$ cat config.mk
export PLATFORM = sky130hd
export DESIGN_NAME = skl_ctrl
export DESIGN_NICKNAME = d
export VERILOG_FILES = /design/src/logic/skl_pkg.sv /design/src/logic/skl_key_mux.sv /design/src/logic/skl_ctrl.sv
export SDC_FILE = /design/constraint.sdc
export NUM_CORES = 1
export LEC_CHECK = 0
export ABC_AREA = 0
export BUFFER_PORTS_ARGS = -buffer_cell sky130_fd_sc_hd__buf_4
export CAP_MARGIN = 20
export CORE_MARGIN = 1.5
export CORE_UTILIZATION = 30
export DETAILED_ROUTE_END_ITERATION = 12
export PLACE_DENSITY_LB_ADDON = 0.1
export REMOVE_ABC_BUFFERS = 1
export SYNTH_ARGS = -nofsm -noshare
export SYNTH_HDL_FRONTEND = slang
export SYNTH_SLANG_ARGS = --single-unit
$ cat constraint.sdc
create_clock -name aclk -period 4.5 [get_ports aclk]
set_input_delay 0.45 -clock aclk [delete_from_list [all_inputs] [get_ports aclk]]
set_output_delay 0.45 -clock aclk [all_outputs]
set_load 0.03 [all_outputs]
$ cat src/logic/skl_pkg.sv
// Package: register map, field layout and encodings of the key and lifecycle control block
package skl_pkg;
  // Register byte offsets
  localparam logic [15:0] ADDR_SUBSYSTEM_ENABLE = 16'h0500;
  localparam logic [15:0] ADDR_KEY_SOURCE_SELECT = 16'h1a38;
  localparam logic [15:0] ADDR_FIXED_KEY_LOCK = 16'h1a4c;
  localparam logic [15:0] ADDR_ROOT_KEY_WORD0 = 16'h1a50;
  localparam logic [15:0] ADDR_ROOT_KEY_WORD1 = 16'h1a54;
  localparam logic [15:0] ADDR_ROOT_KEY_WORD2 = 16'h1a58;
  localparam logic [15:0] ADDR_ROOT_KEY_WORD3 = 16'h1a5c;
  localparam logic [15:0] ADDR_LIFECYCLE_CONTROL = 16'h1a60;
  localparam logic [15:0] ADDR_DMA_LENGTH = 16'h1a70;
  localparam int ADDR_W = 16;
  // Field layout
  localparam int LCS_W = 4;
  localparam int LCS_VALID_BIT = 8;
  localparam int SEL_W = 2;
  localparam int KEY_W = 128;
  localparam int DMA_LEN_W = 16;
  // Encodings and reset values
  localparam logic [LCS_W-1:0] LCS_DEBUG = 4'h0;
  localparam logic [LCS_W-1:0] LCS_SECURE = 4'h2;
  localparam logic [LCS_W-1:0] LCS_RESET = 4'h2;
  localparam logic [SEL_W-1:0] SEL_ROOT = 2'h0;
  localparam logic [SEL_W-1:0] SEL_FIXED = 2'h1;
  localparam logic [SEL_W-1:0] SEL_SESSION = 2'h2;
  localparam logic [1:0] RESP_OKAY = 2'h0;
  localparam logic [1:0] RESP_SLVERR = 2'h2;
  localparam logic [31:0] ROOT_RETAINED_VAL = 32'h0000_0001;
  localparam logic [31:0] ROOT_EMPTY_VAL = 32'h0000_0000;
endpackage

$ cat src/logic/skl_key_mux.sv
// Key source multiplexer in front of the AES key input
`timescale 1ns/1ps
module skl_key_mux
  import skl_pkg::*;
#(
  // Arbitrary fixed design key value, constant in hardware
  parameter logic [KEY_W-1:0] FIXED_KEY = 128'h0123_4567_89ab_cdef_fedc_ba98_7654_3210
) (
  // Clock and reset
  input wire logic aclk,
  input wire logic aresetn,
  // Selection
  input wire logic [SEL_W-1:0] key_sel,
  input wire logic fixed_locked,
  // Key sources
  input wire logic [KEY_W-1:0] root_key,
  input wire logic [KEY_W-1:0] session_key,
  // Result
  output logic [KEY_W-1:0] aes_key
);
  logic [KEY_W-1:0] aes_key_d;
  wire logic sel_root = (key_sel == SEL_ROOT);
  wire logic sel_fixed = (key_sel == SEL_FIXED);
  wire logic sel_session = (key_sel == SEL_SESSION);
  // Locked fixed key gives zeros
  assign aes_key_d = sel_root ? root_key :
                     (sel_fixed && !fixed_locked) ? FIXED_KEY :
                     sel_session ? session_key : '0;
  always_ff @(posedge aclk) begin
    if (!aresetn) aes_key <= '0;
    else aes_key <= aes_key_d;
  end

  a_locked_zero_key: assert property (@(posedge aclk) disable iff (!aresetn)
    sel_fixed && fixed_locked |=> aes_key == '0)
    else $error("locked fixed key not zeroed");
  a_root_routed: assert property (@(posedge aclk) disable iff (!aresetn)
    sel_root |=> aes_key == $past(root_key))
    else $error("root key not routed");
endmodule // skl_key_mux

$ cat src/logic/skl_ctrl.sv
// Security subsystem control: enable, lifecycle, root key, key select, AXI4-Lite slave
//
// Chosen here: register access over AXI4-Lite.
`timescale 1ns/1ps
module skl_ctrl
  import skl_pkg::*;
(
  // Clock and reset
  input wire logic aclk,
  input wire logic aresetn,
  // AXI4-Lite write address
  input wire logic [ADDR_W-1:0] s_axi_awaddr,
  input wire logic s_axi_awvalid,
  output logic s_axi_awready,
  // AXI4-Lite write data
  input wire logic [31:0] s_axi_wdata,
  input wire logic [3:0] s_axi_wstrb,
  input wire logic s_axi_wvalid,
  output logic s_axi_wready,
  // AXI4-Lite write response
  output logic [1:0] s_axi_bresp,
  output logic s_axi_bvalid,
  input wire logic s_axi_bready,
  // AXI4-Lite read address
  input wire logic [ADDR_W-1:0] s_axi_araddr,
  input wire logic s_axi_arvalid,
  output logic s_axi_arready,
  // AXI4-Lite read data
  output logic [31:0] s_axi_rdata,
  output logic [1:0] s_axi_rresp,
  output logic s_axi_rvalid,
  input wire logic s_axi_rready,
  // Key path to the AES engine
  input wire logic [KEY_W-1:0] session_key,
  output logic [KEY_W-1:0] aes_key,
  // Subsystem status
  output logic subsystem_active,
  output logic idle_block,
  output logic [DMA_LEN_W-1:0] dma_max_len
);
  // ==========================================================
  // State
  logic enable_q;
  logic [LCS_W-1:0] lcs_q;
  logic lcs_valid_q;
  logic fixed_lock_q;
  logic [SEL_W-1:0] sel_q;
  wire logic [3:0] root_written_q;
  wire logic [KEY_W-1:0] root_key_q;
  logic [DMA_LEN_W-1:0] dma_len_q;
  logic [ADDR_W-1:0] awaddr_q;
  logic [31:0] wdata_q;
  logic [3:0] wstrb_q;
  logic aw_held_q;
  logic w_held_q;
  logic bvalid_q;
  logic [1:0] bresp_q;
  logic rvalid_q;
  logic [31:0] rdata_q;
  logic [1:0] rresp_q;

  // ==========================================================
  // Write channel capture, either order
  wire logic aw_take = s_axi_awvalid && s_axi_awready;
  wire logic w_take = s_axi_wvalid && s_axi_wready;
  assign s_axi_awready = !aw_held_q && !bvalid_q;
  assign s_axi_wready = !w_held_q && !bvalid_q;
  wire logic have_aw = aw_held_q || aw_take;
  wire logic have_w = w_held_q || w_take;
  wire logic wr_go = have_aw && have_w && !bvalid_q;
  wire logic [ADDR_W-1:0] wr_addr = aw_held_q ? awaddr_q : s_axi_awaddr;
  wire logic [31:0] wr_data = w_held_q ? wdata_q : s_axi_wdata;
  // Strobes of a held data beat come from the copy taken with it
  wire logic [3:0] wr_strb = w_held_q ? wstrb_q : s_axi_wstrb;
  wire logic wr_low = wr_strb[0];
  wire logic [ADDR_W-1:0] wr_word = {wr_addr[ADDR_W-1:2], 2'b00};

  always_ff @(posedge aclk) begin
    if (!aresetn) begin
      aw_held_q <= 1'b0;
      w_held_q <= 1'b0;
      awaddr_q <= '0;
      wdata_q <= '0;
      wstrb_q <= '0;
    end else begin
      aw_held_q <= have_aw && !wr_go;
      w_held_q <= have_w && !wr_go;
      if (aw_take) awaddr_q <= s_axi_awaddr;
      if (w_take) wdata_q <= s_axi_wdata;
      if (w_take) wstrb_q <= s_axi_wstrb;
    end
  end

  // ==========================================================
  // Write decode
  wire logic hit_en = (wr_word == ADDR_SUBSYSTEM_ENABLE);
  wire logic hit_sel = (wr_word == ADDR_KEY_SOURCE_SELECT);
  wire logic hit_lock = (wr_word == ADDR_FIXED_KEY_LOCK);
  wire logic hit_lcs = (wr_word == ADDR_LIFECYCLE_CONTROL);
  wire logic hit_dma = (wr_word == ADDR_DMA_LENGTH);
  wire logic hit_root = (wr_word >= ADDR_ROOT_KEY_WORD0) && (wr_word <= ADDR_ROOT_KEY_WORD3);
  wire logic [1:0] root_idx = wr_word[3:2];
  wire logic wr_hit = hit_en || hit_sel || hit_lock || hit_lcs || hit_dma || hit_root;
  wire logic wr_do = wr_go && wr_low;
  wire logic [LCS_W-1:0] lcs_in = wr_data[LCS_W-1:0];
  wire logic lcs_ok = (lcs_in == LCS_DEBUG) || (lcs_in == LCS_SECURE);
  wire logic lcs_write = wr_do && hit_lcs && !lcs_valid_q && lcs_ok;
  wire logic debug_mode = lcs_valid_q && (lcs_q == LCS_DEBUG);
  wire logic root_retained = &root_written_q;

  // ==========================================================
  // Control registers, set by any reset to zero except lcs_q (LCS_RESET) and dma_len_q (all ones)
  always_ff @(posedge aclk) begin
    if (!aresetn) begin
      enable_q <= 1'b0;
      lcs_q <= LCS_RESET;
      lcs_valid_q <= 1'b0;
      fixed_lock_q <= 1'b0;
      sel_q <= SEL_ROOT;
      dma_len_q <= '1;
    end else begin
      if (wr_do && hit_en) enable_q <= wr_data[0];
      if (lcs_write) begin
        lcs_q <= lcs_in;
        lcs_valid_q <= 1'b1;
      end
      if (wr_do && hit_lock && wr_data[0]) fixed_lock_q <= 1'b1;
      if (wr_do && hit_sel) sel_q <= wr_data[SEL_W-1:0];
      if (wr_go && hit_dma && wr_strb[1:0] != 2'b00) dma_len_q <= wr_data[DMA_LEN_W-1:0];
    end
  end

  // ==========================================================
  // Retained root key words, one generate slice per word
  genvar gi;
  generate
    for (gi = 0; gi < 4; gi++) begin : g_root
      logic [31:0] word_q;
      logic written_q;
      wire logic word_wr = wr_go && hit_root && (root_idx == 2'(gi));
      wire logic word_ok = debug_mode || !written_q;
      always_ff @(posedge aclk) begin
        if (!aresetn) begin
          word_q <= '0;
          written_q <= 1'b0;
        end else if (word_wr && word_ok) begin
          word_q <= wr_data;
          written_q <= 1'b1;
        end
      end
      assign root_key_q[32*gi +: 32] = word_q;
      assign root_written_q[gi] = written_q;
    end
  endgenerate

  // ==========================================================
  // Write response
  always_ff @(posedge aclk) begin
    if (!aresetn) begin
      bvalid_q <= 1'b0;
      bresp_q <= RESP_OKAY;
    end else if (wr_go) begin
      bvalid_q <= 1'b1;
      bresp_q <= wr_hit ? RESP_OKAY : RESP_SLVERR;
    end else if (s_axi_bready) begin
      bvalid_q <= 1'b0;
    end
  end
  assign s_axi_bvalid = bvalid_q;
  assign s_axi_bresp = bresp_q;

  // ==========================================================
  // Read path; root key words and fixed key never returned
  wire logic ar_take = s_axi_arvalid && s_axi_arready;
  assign s_axi_arready = !rvalid_q;
  wire logic [ADDR_W-1:0] rd_word = {s_axi_araddr[ADDR_W-1:2], 2'b00};
  wire logic rd_root = (rd_word >= ADDR_ROOT_KEY_WORD0) && (rd_word <= ADDR_ROOT_KEY_WORD3);
  wire logic [31:0] lcs_rd = {23'h0, lcs_valid_q, 4'h0, lcs_q};
  wire logic [31:0] root0_rd = root_retained ? ROOT_RETAINED_VAL : ROOT_EMPTY_VAL;
  wire logic rd_hit = rd_root || rd_word == ADDR_SUBSYSTEM_ENABLE || rd_word == ADDR_KEY_SOURCE_SELECT ||
                      rd_word == ADDR_FIXED_KEY_LOCK || rd_word == ADDR_LIFECYCLE_CONTROL ||
                      rd_word == ADDR_DMA_LENGTH;
  wire logic [31:0] rd_mux =
    (rd_word == ADDR_SUBSYSTEM_ENABLE) ? {31'h0, enable_q} :
    (rd_word == ADDR_KEY_SOURCE_SELECT) ? {30'h0, sel_q} :
    (rd_word == ADDR_FIXED_KEY_LOCK) ? {31'h0, fixed_lock_q} :
    (rd_word == ADDR_ROOT_KEY_WORD0) ? root0_rd :
    (rd_word == ADDR_LIFECYCLE_CONTROL) ? lcs_rd :
    (rd_word == ADDR_DMA_LENGTH) ? {16'h0, dma_len_q} : 32'h0;

  always_ff @(posedge aclk) begin
    if (!aresetn) begin
      rvalid_q <= 1'b0;
      rdata_q <= '0;
      rresp_q <= RESP_OKAY;
    end else if (ar_take) begin
      rvalid_q <= 1'b1;
      rdata_q <= rd_mux;
      rresp_q <= rd_hit ? RESP_OKAY : RESP_SLVERR;
    end else if (s_axi_rready) begin
      rvalid_q <= 1'b0;
    end
  end
  assign s_axi_rvalid = rvalid_q;
  assign s_axi_rdata = rdata_q;
  assign s_axi_rresp = rresp_q;

  // ==========================================================
  // Outputs
  assign subsystem_active = enable_q;
  assign idle_block = enable_q;
  assign dma_max_len = dma_len_q;

  skl_key_mux u_key_mux (
    .aclk(aclk),
    .aresetn(aresetn),
    .key_sel(sel_q),
    .fixed_locked(fixed_lock_q),
    .root_key(root_key_q),
    .session_key(session_key),
    .aes_key(aes_key)
  );

  // ==========================================================
  // Checks
  a_lcs_once: assert property (@(posedge aclk) disable iff (!aresetn)
    lcs_valid_q |=> lcs_valid_q && $stable(lcs_q))
    else $error("lifecycle changed after first write");
  a_lcs_valid_rise: assert property (@(posedge aclk) disable iff (!aresetn)
    lcs_write |=> lcs_valid_q && lcs_q == $past(lcs_in))
    else $error("validity flag did not rise");
  a_secure_root_once: assert property (@(posedge aclk) disable iff (!aresetn)
    lcs_valid_q && lcs_q == LCS_SECURE && root_retained |=> $stable(root_key_q))
    else $error("secure root key overwritten");
  a_debug_root_rewrite: assert property (@(posedge aclk) disable iff (!aresetn)
    debug_mode && wr_go && hit_root && root_idx == 2'd0 |=> root_key_q[31:0] == $past(wr_data))
    else $error("debug root rewrite lost");
  a_lock_sticky: assert property (@(posedge aclk) disable iff (!aresetn)
    fixed_lock_q |=> fixed_lock_q)
    else $error("fixed key lock dropped");
  a_root_status: assert property (@(posedge aclk) disable iff (!aresetn)
    ar_take && rd_word == ADDR_ROOT_KEY_WORD0 |=> s_axi_rdata == {31'h0, $past(root_retained)})
    else $error("root status read wrong");
  a_root_hidden: assert property (@(posedge aclk) disable iff (!aresetn)
    ar_take && rd_root && rd_word != ADDR_ROOT_KEY_WORD0 |=> s_axi_rdata == 32'h0)
    else $error("root key word leaked");
  a_reset_state: assert property (@(posedge aclk)
    !aresetn |=> lcs_q == LCS_SECURE && !lcs_valid_q && !enable_q && !root_retained)
    else $error("reset state wrong");
  a_write_resp: assert property (@(posedge aclk) disable iff (!aresetn)
    wr_go |=> s_axi_bvalid)
    else $error("write response missing");
  c_lcs_debug: cover property (@(posedge aclk) disable iff (!aresetn) lcs_write && lcs_in == LCS_DEBUG);
  c_root_full: cover property (@(posedge aclk) disable iff (!aresetn) $rose(root_retained));
  c_lock_fixed: cover property (@(posedge aclk) disable iff (!aresetn) fixed_lock_q && sel_q == SEL_FIXED);
endmodule // skl_ctrl

==> results.md <==
* Run status: finished clean
* Routed len/inst at 18.7 um
* Layout cells sized above 1 at 25.7%
* RSZ-0062 raised after global routing: no
* Clock sink total at 355
* Placed cells at 2469
* Clk slew on worst S/H paths at 60 ps
* Max clock buf depth at 3
* Worst Hold Margin at 63.5 ps
* Worst reg2reg setup slack at 1680 ps
* Slew Limit Fails at 0
* FF-to-FF End: g_root[2].word_q[18]
* # rows at 80
* Int Pwr at 5310 uW
* Remaining global-route overflow at 0
* Worst relative slew slack at 32.4%
* Die footprint at 49500 um2
* Seq cells post-synth at 355
* Max H-tree Level at 2
* CP max FO at 32
* Worst Hold Class: input pin to register
* Critical Path Sink: g_root[2].word_q[18]
* Vias per cell at 4.68
* Main synth FF type: dfxtp_1
* Maximum clock rate at 354 MHz
* HPWL after DPL at 31300 um
* Placed Area at 17500 um2
* Port bufs at 365
* Worst Setup Start Kind: register
* Initial Utilization at 30.3%
* Peak VDD IR at 0.244 mV
* Mean Syn Cell Area at 9.11 um2
* Final Net Count at 2103
* Final setup viols at 0
* Simple-gate share of the synthesized area at 18.4%
* Vias in the first global route at 12100
* Setup Slack @ Placement at 1120 ps
* IO Pins at 390
* Remaining antenna violation count after routing at 0
* Setup WS post-layout at 1680 ps
* First DRT Iteration DRCs at 492
* Die Span X at 222 um
* Largest net degree at the start of global routing at 104
* Multiplexer share of the synthesized area at 18.0%
* Crit path DAT at 3300 ps
* Setup Buffers After CTS at 0
* Clock Latency Late Sink at 570 ps
* Critical Path Max Stage Delay at 670 ps
* Compound-Gate Fraction of Synth Area at 9.47%
* Cts repair resizes at 0
* Actual slew at the worst max-slew pin at 1010 ps
* Sequential share of the synthesized area at 49.2%
* Post-route design area at 18900 um2
* Area grow syn2layout at 30.5%
* CTS root buf: clkbuf_16
* Worst path bufs/invs at 2
* Slowest-stage cell, CP: buf_4
* Final cycle utilization of the critical path at 62.7%
* CTS tree: built
* Power density cells at 372 nW/um2
* Crit path cell chain: buf_16, mux2_2, a211oi_2, nand4_4, a221oi_4, buf_4, mux2i_1
* Crit path from: aw_held_q
* Combinational share of power at 7.8%
* CTS buffer count at 41
* Global-route total usage across every layer at 19.0%
* Total Power at 7010 uW
* Sequential share of power at 45.9%
* Yosys warning total at 0
* Multi-input logic area at 6710 um2
* FF+latch area at 7110 um2
* Switching fraction of total power at 24.2%
* Max_cap viols at 0
* Crit. End Element: register
* # DRC at 0
* Clock power share at 46.3%
* DR vias at 11900
* Final cell count without fillers at 2543
* Net switching power at 1690 uW
* Cell count along the critical path at 7
* Fin. Hold Viols at 0
* Adder-cell share of the synthesized area at 0%
* Die height at 222 um
* 1st-pass router iterations at 4
* Reg-to-reg critical path startpoint: aw_held_q
* Post-synthesis cell type count at 65
* Syn Inst Count at 1586
* Filler cell count at 4901
* Hold buffer count at CTS at 0
* # diodes at 0
* Initial antenna violation count at 0
* Synthesized area at 14500 um2
* Crit path kind: register to register
* Final min period at 2820 ps
* GP Congestion at 0.780
* Post-Route WL at 47600 um
* Final clock skew at 20.8 ps
* WP data required at 4980 ps
* EDFF count, synth at 0
* M1 wire length at 21900 um
* First-pass GRT wire length at 72600 um
* Leakage Power at 0.00746 uW
* CP delay by family, top: buffers and inverters
* Met3 WL at 2150 um
* Routed wl met2 at 22800 um
* Largest family of logic cells by synthesized area: simple AND/OR/NAND/NOR gates
* Worst r2r path cells at 7
* Top Metal Used: met4
* Async set-reset flop share out of synthesis at 0%
* Post-synthesis xor/xnor area fraction at 0%
* Total core area at 47600 um2
cell type report:
cell class	count	share of cell area [%]
well taps	615	4.08
flip-flops and latches	355	37.7
clock buffers	62	6.40
inverters	9	0.192
clock inverters	9	0.391
multi-input cells	1108	35.6
repair buffers	385	15.6
Yosys cell counts, types with 5 or more instances:
| cell type | count | area [um2] |
|---|---|---|
| inv_1 | 8 | 30.0 |
| buf_4 | 19 | 143 |
| mux2_2 | 33 | 372 |
| and2_1 | 6 | 37.5 |
| nor3_1 | 6 | 30.0 |
| buf_6 | 15 | 169 |
| nand2_1 | 314 | 1180 |
| nor3b_1 | 5 | 37.5 |
| mux2i_1 | 221 | 2210 |
| clkbuf_1 | 84 | 315 |
| buf_1 | 9 | 33.8 |
| nand2b_1 | 66 | 413 |
| nand3_1 | 6 | 30.0 |
| a21oi_1 | 187 | 936 |
| dfxtp_1 | 355 | 7110 |
| nor4b_1 | 6 | 52.6 |
| o21ai_1 | 11 | 55.1 |
| and3_1 | 6 | 37.5 |
| nor2_1 | 154 | 578 |
power groups by stage:
stage / logic (uW) / registers (uW) / clock network, uW
after floorplan: 243 / 3290 / 0
after global placement: 536 / 3290 / 0
after detailed placement: 544 / 3290 / 0
after CTS: 545 / 3220 / 3350
after global routing: 600 / 3220 / 3480
final: 549 / 3220 / 3240
how the worst min path moves through the flow:
stage                         start              end  slack [ps]  cells after the start
finish                 s_axi_rready     s_axi_rvalid          60                      2
global route           s_axi_rready     s_axi_rvalid          50                      2
CTS                    s_axi_rready     s_axi_rvalid          30                      2
detailed placement   s_axi_rdata[4]   s_axi_rdata[4]         440                      2
global placement    s_axi_rdata[12]  s_axi_rdata[12]         430                      2
floorplan               wdata_q[10]      wdata_q[10]         430                      2
kinds of logic (layout without fill, tap and decap cells):
kind of cell / after synthesis / in the layout
and+or+nand+nor: 599 / 599
muxes: 255 / 255
buffers and inverters: 140 / 465
AOI/OAI and AO/OA: 236 / 236
DFF: 355 / 355
other: 1 / 18
metal layers:
metal / global-route usage [%] / vias up
li1: - / 5919
met1: 24.8 / 5675
met2: 31.9 / 255
met3: 3.90 / 45
met4: 4.50 / 0
met5: 0 / -
through the flow:
stage	setup TNS, ps	utilization, %
floorplan	-104650	-
global route	0	39.6
detailed placement	0	36.8
CTS	0	39.5
global placement	0	36.8
finish	0	39.6
flip-flops by register name, indices dropped and copies added (netlist names):
name,cells
u_key_mux.aes_key,128
lcs_valid_q,1
s_axi_rresp,1
s_axi_bresp,1
idle_block,1
dma_max_len,16
w_held_q,1
wdata_q,32
g_root.word_q,128
fixed_lock_q,1
wstrb_q,2
aw_held_q,1
s_axi_bvalid,1
s_axi_rvalid,1
lcs_q,4
sel_q,2
awaddr_q,14
s_axi_rdata,16
g_root.written_q,4
cell usage in the layout, fill, tap and decap left out, types with 7 or more instances in the layout:
cell       count
mux2i_1      221
o21ai_1       11
nor2_1       153
clkbuf_16     43
buf_4        380
dfxtp_1      352
a21oi_1      187
conb_1        18
inv_1          8
clkbuf_1      13
nand2b_1      64
clkinv_2       7
mux2_2        33
nand2_1      313
(Power assumes the default switching activity.)
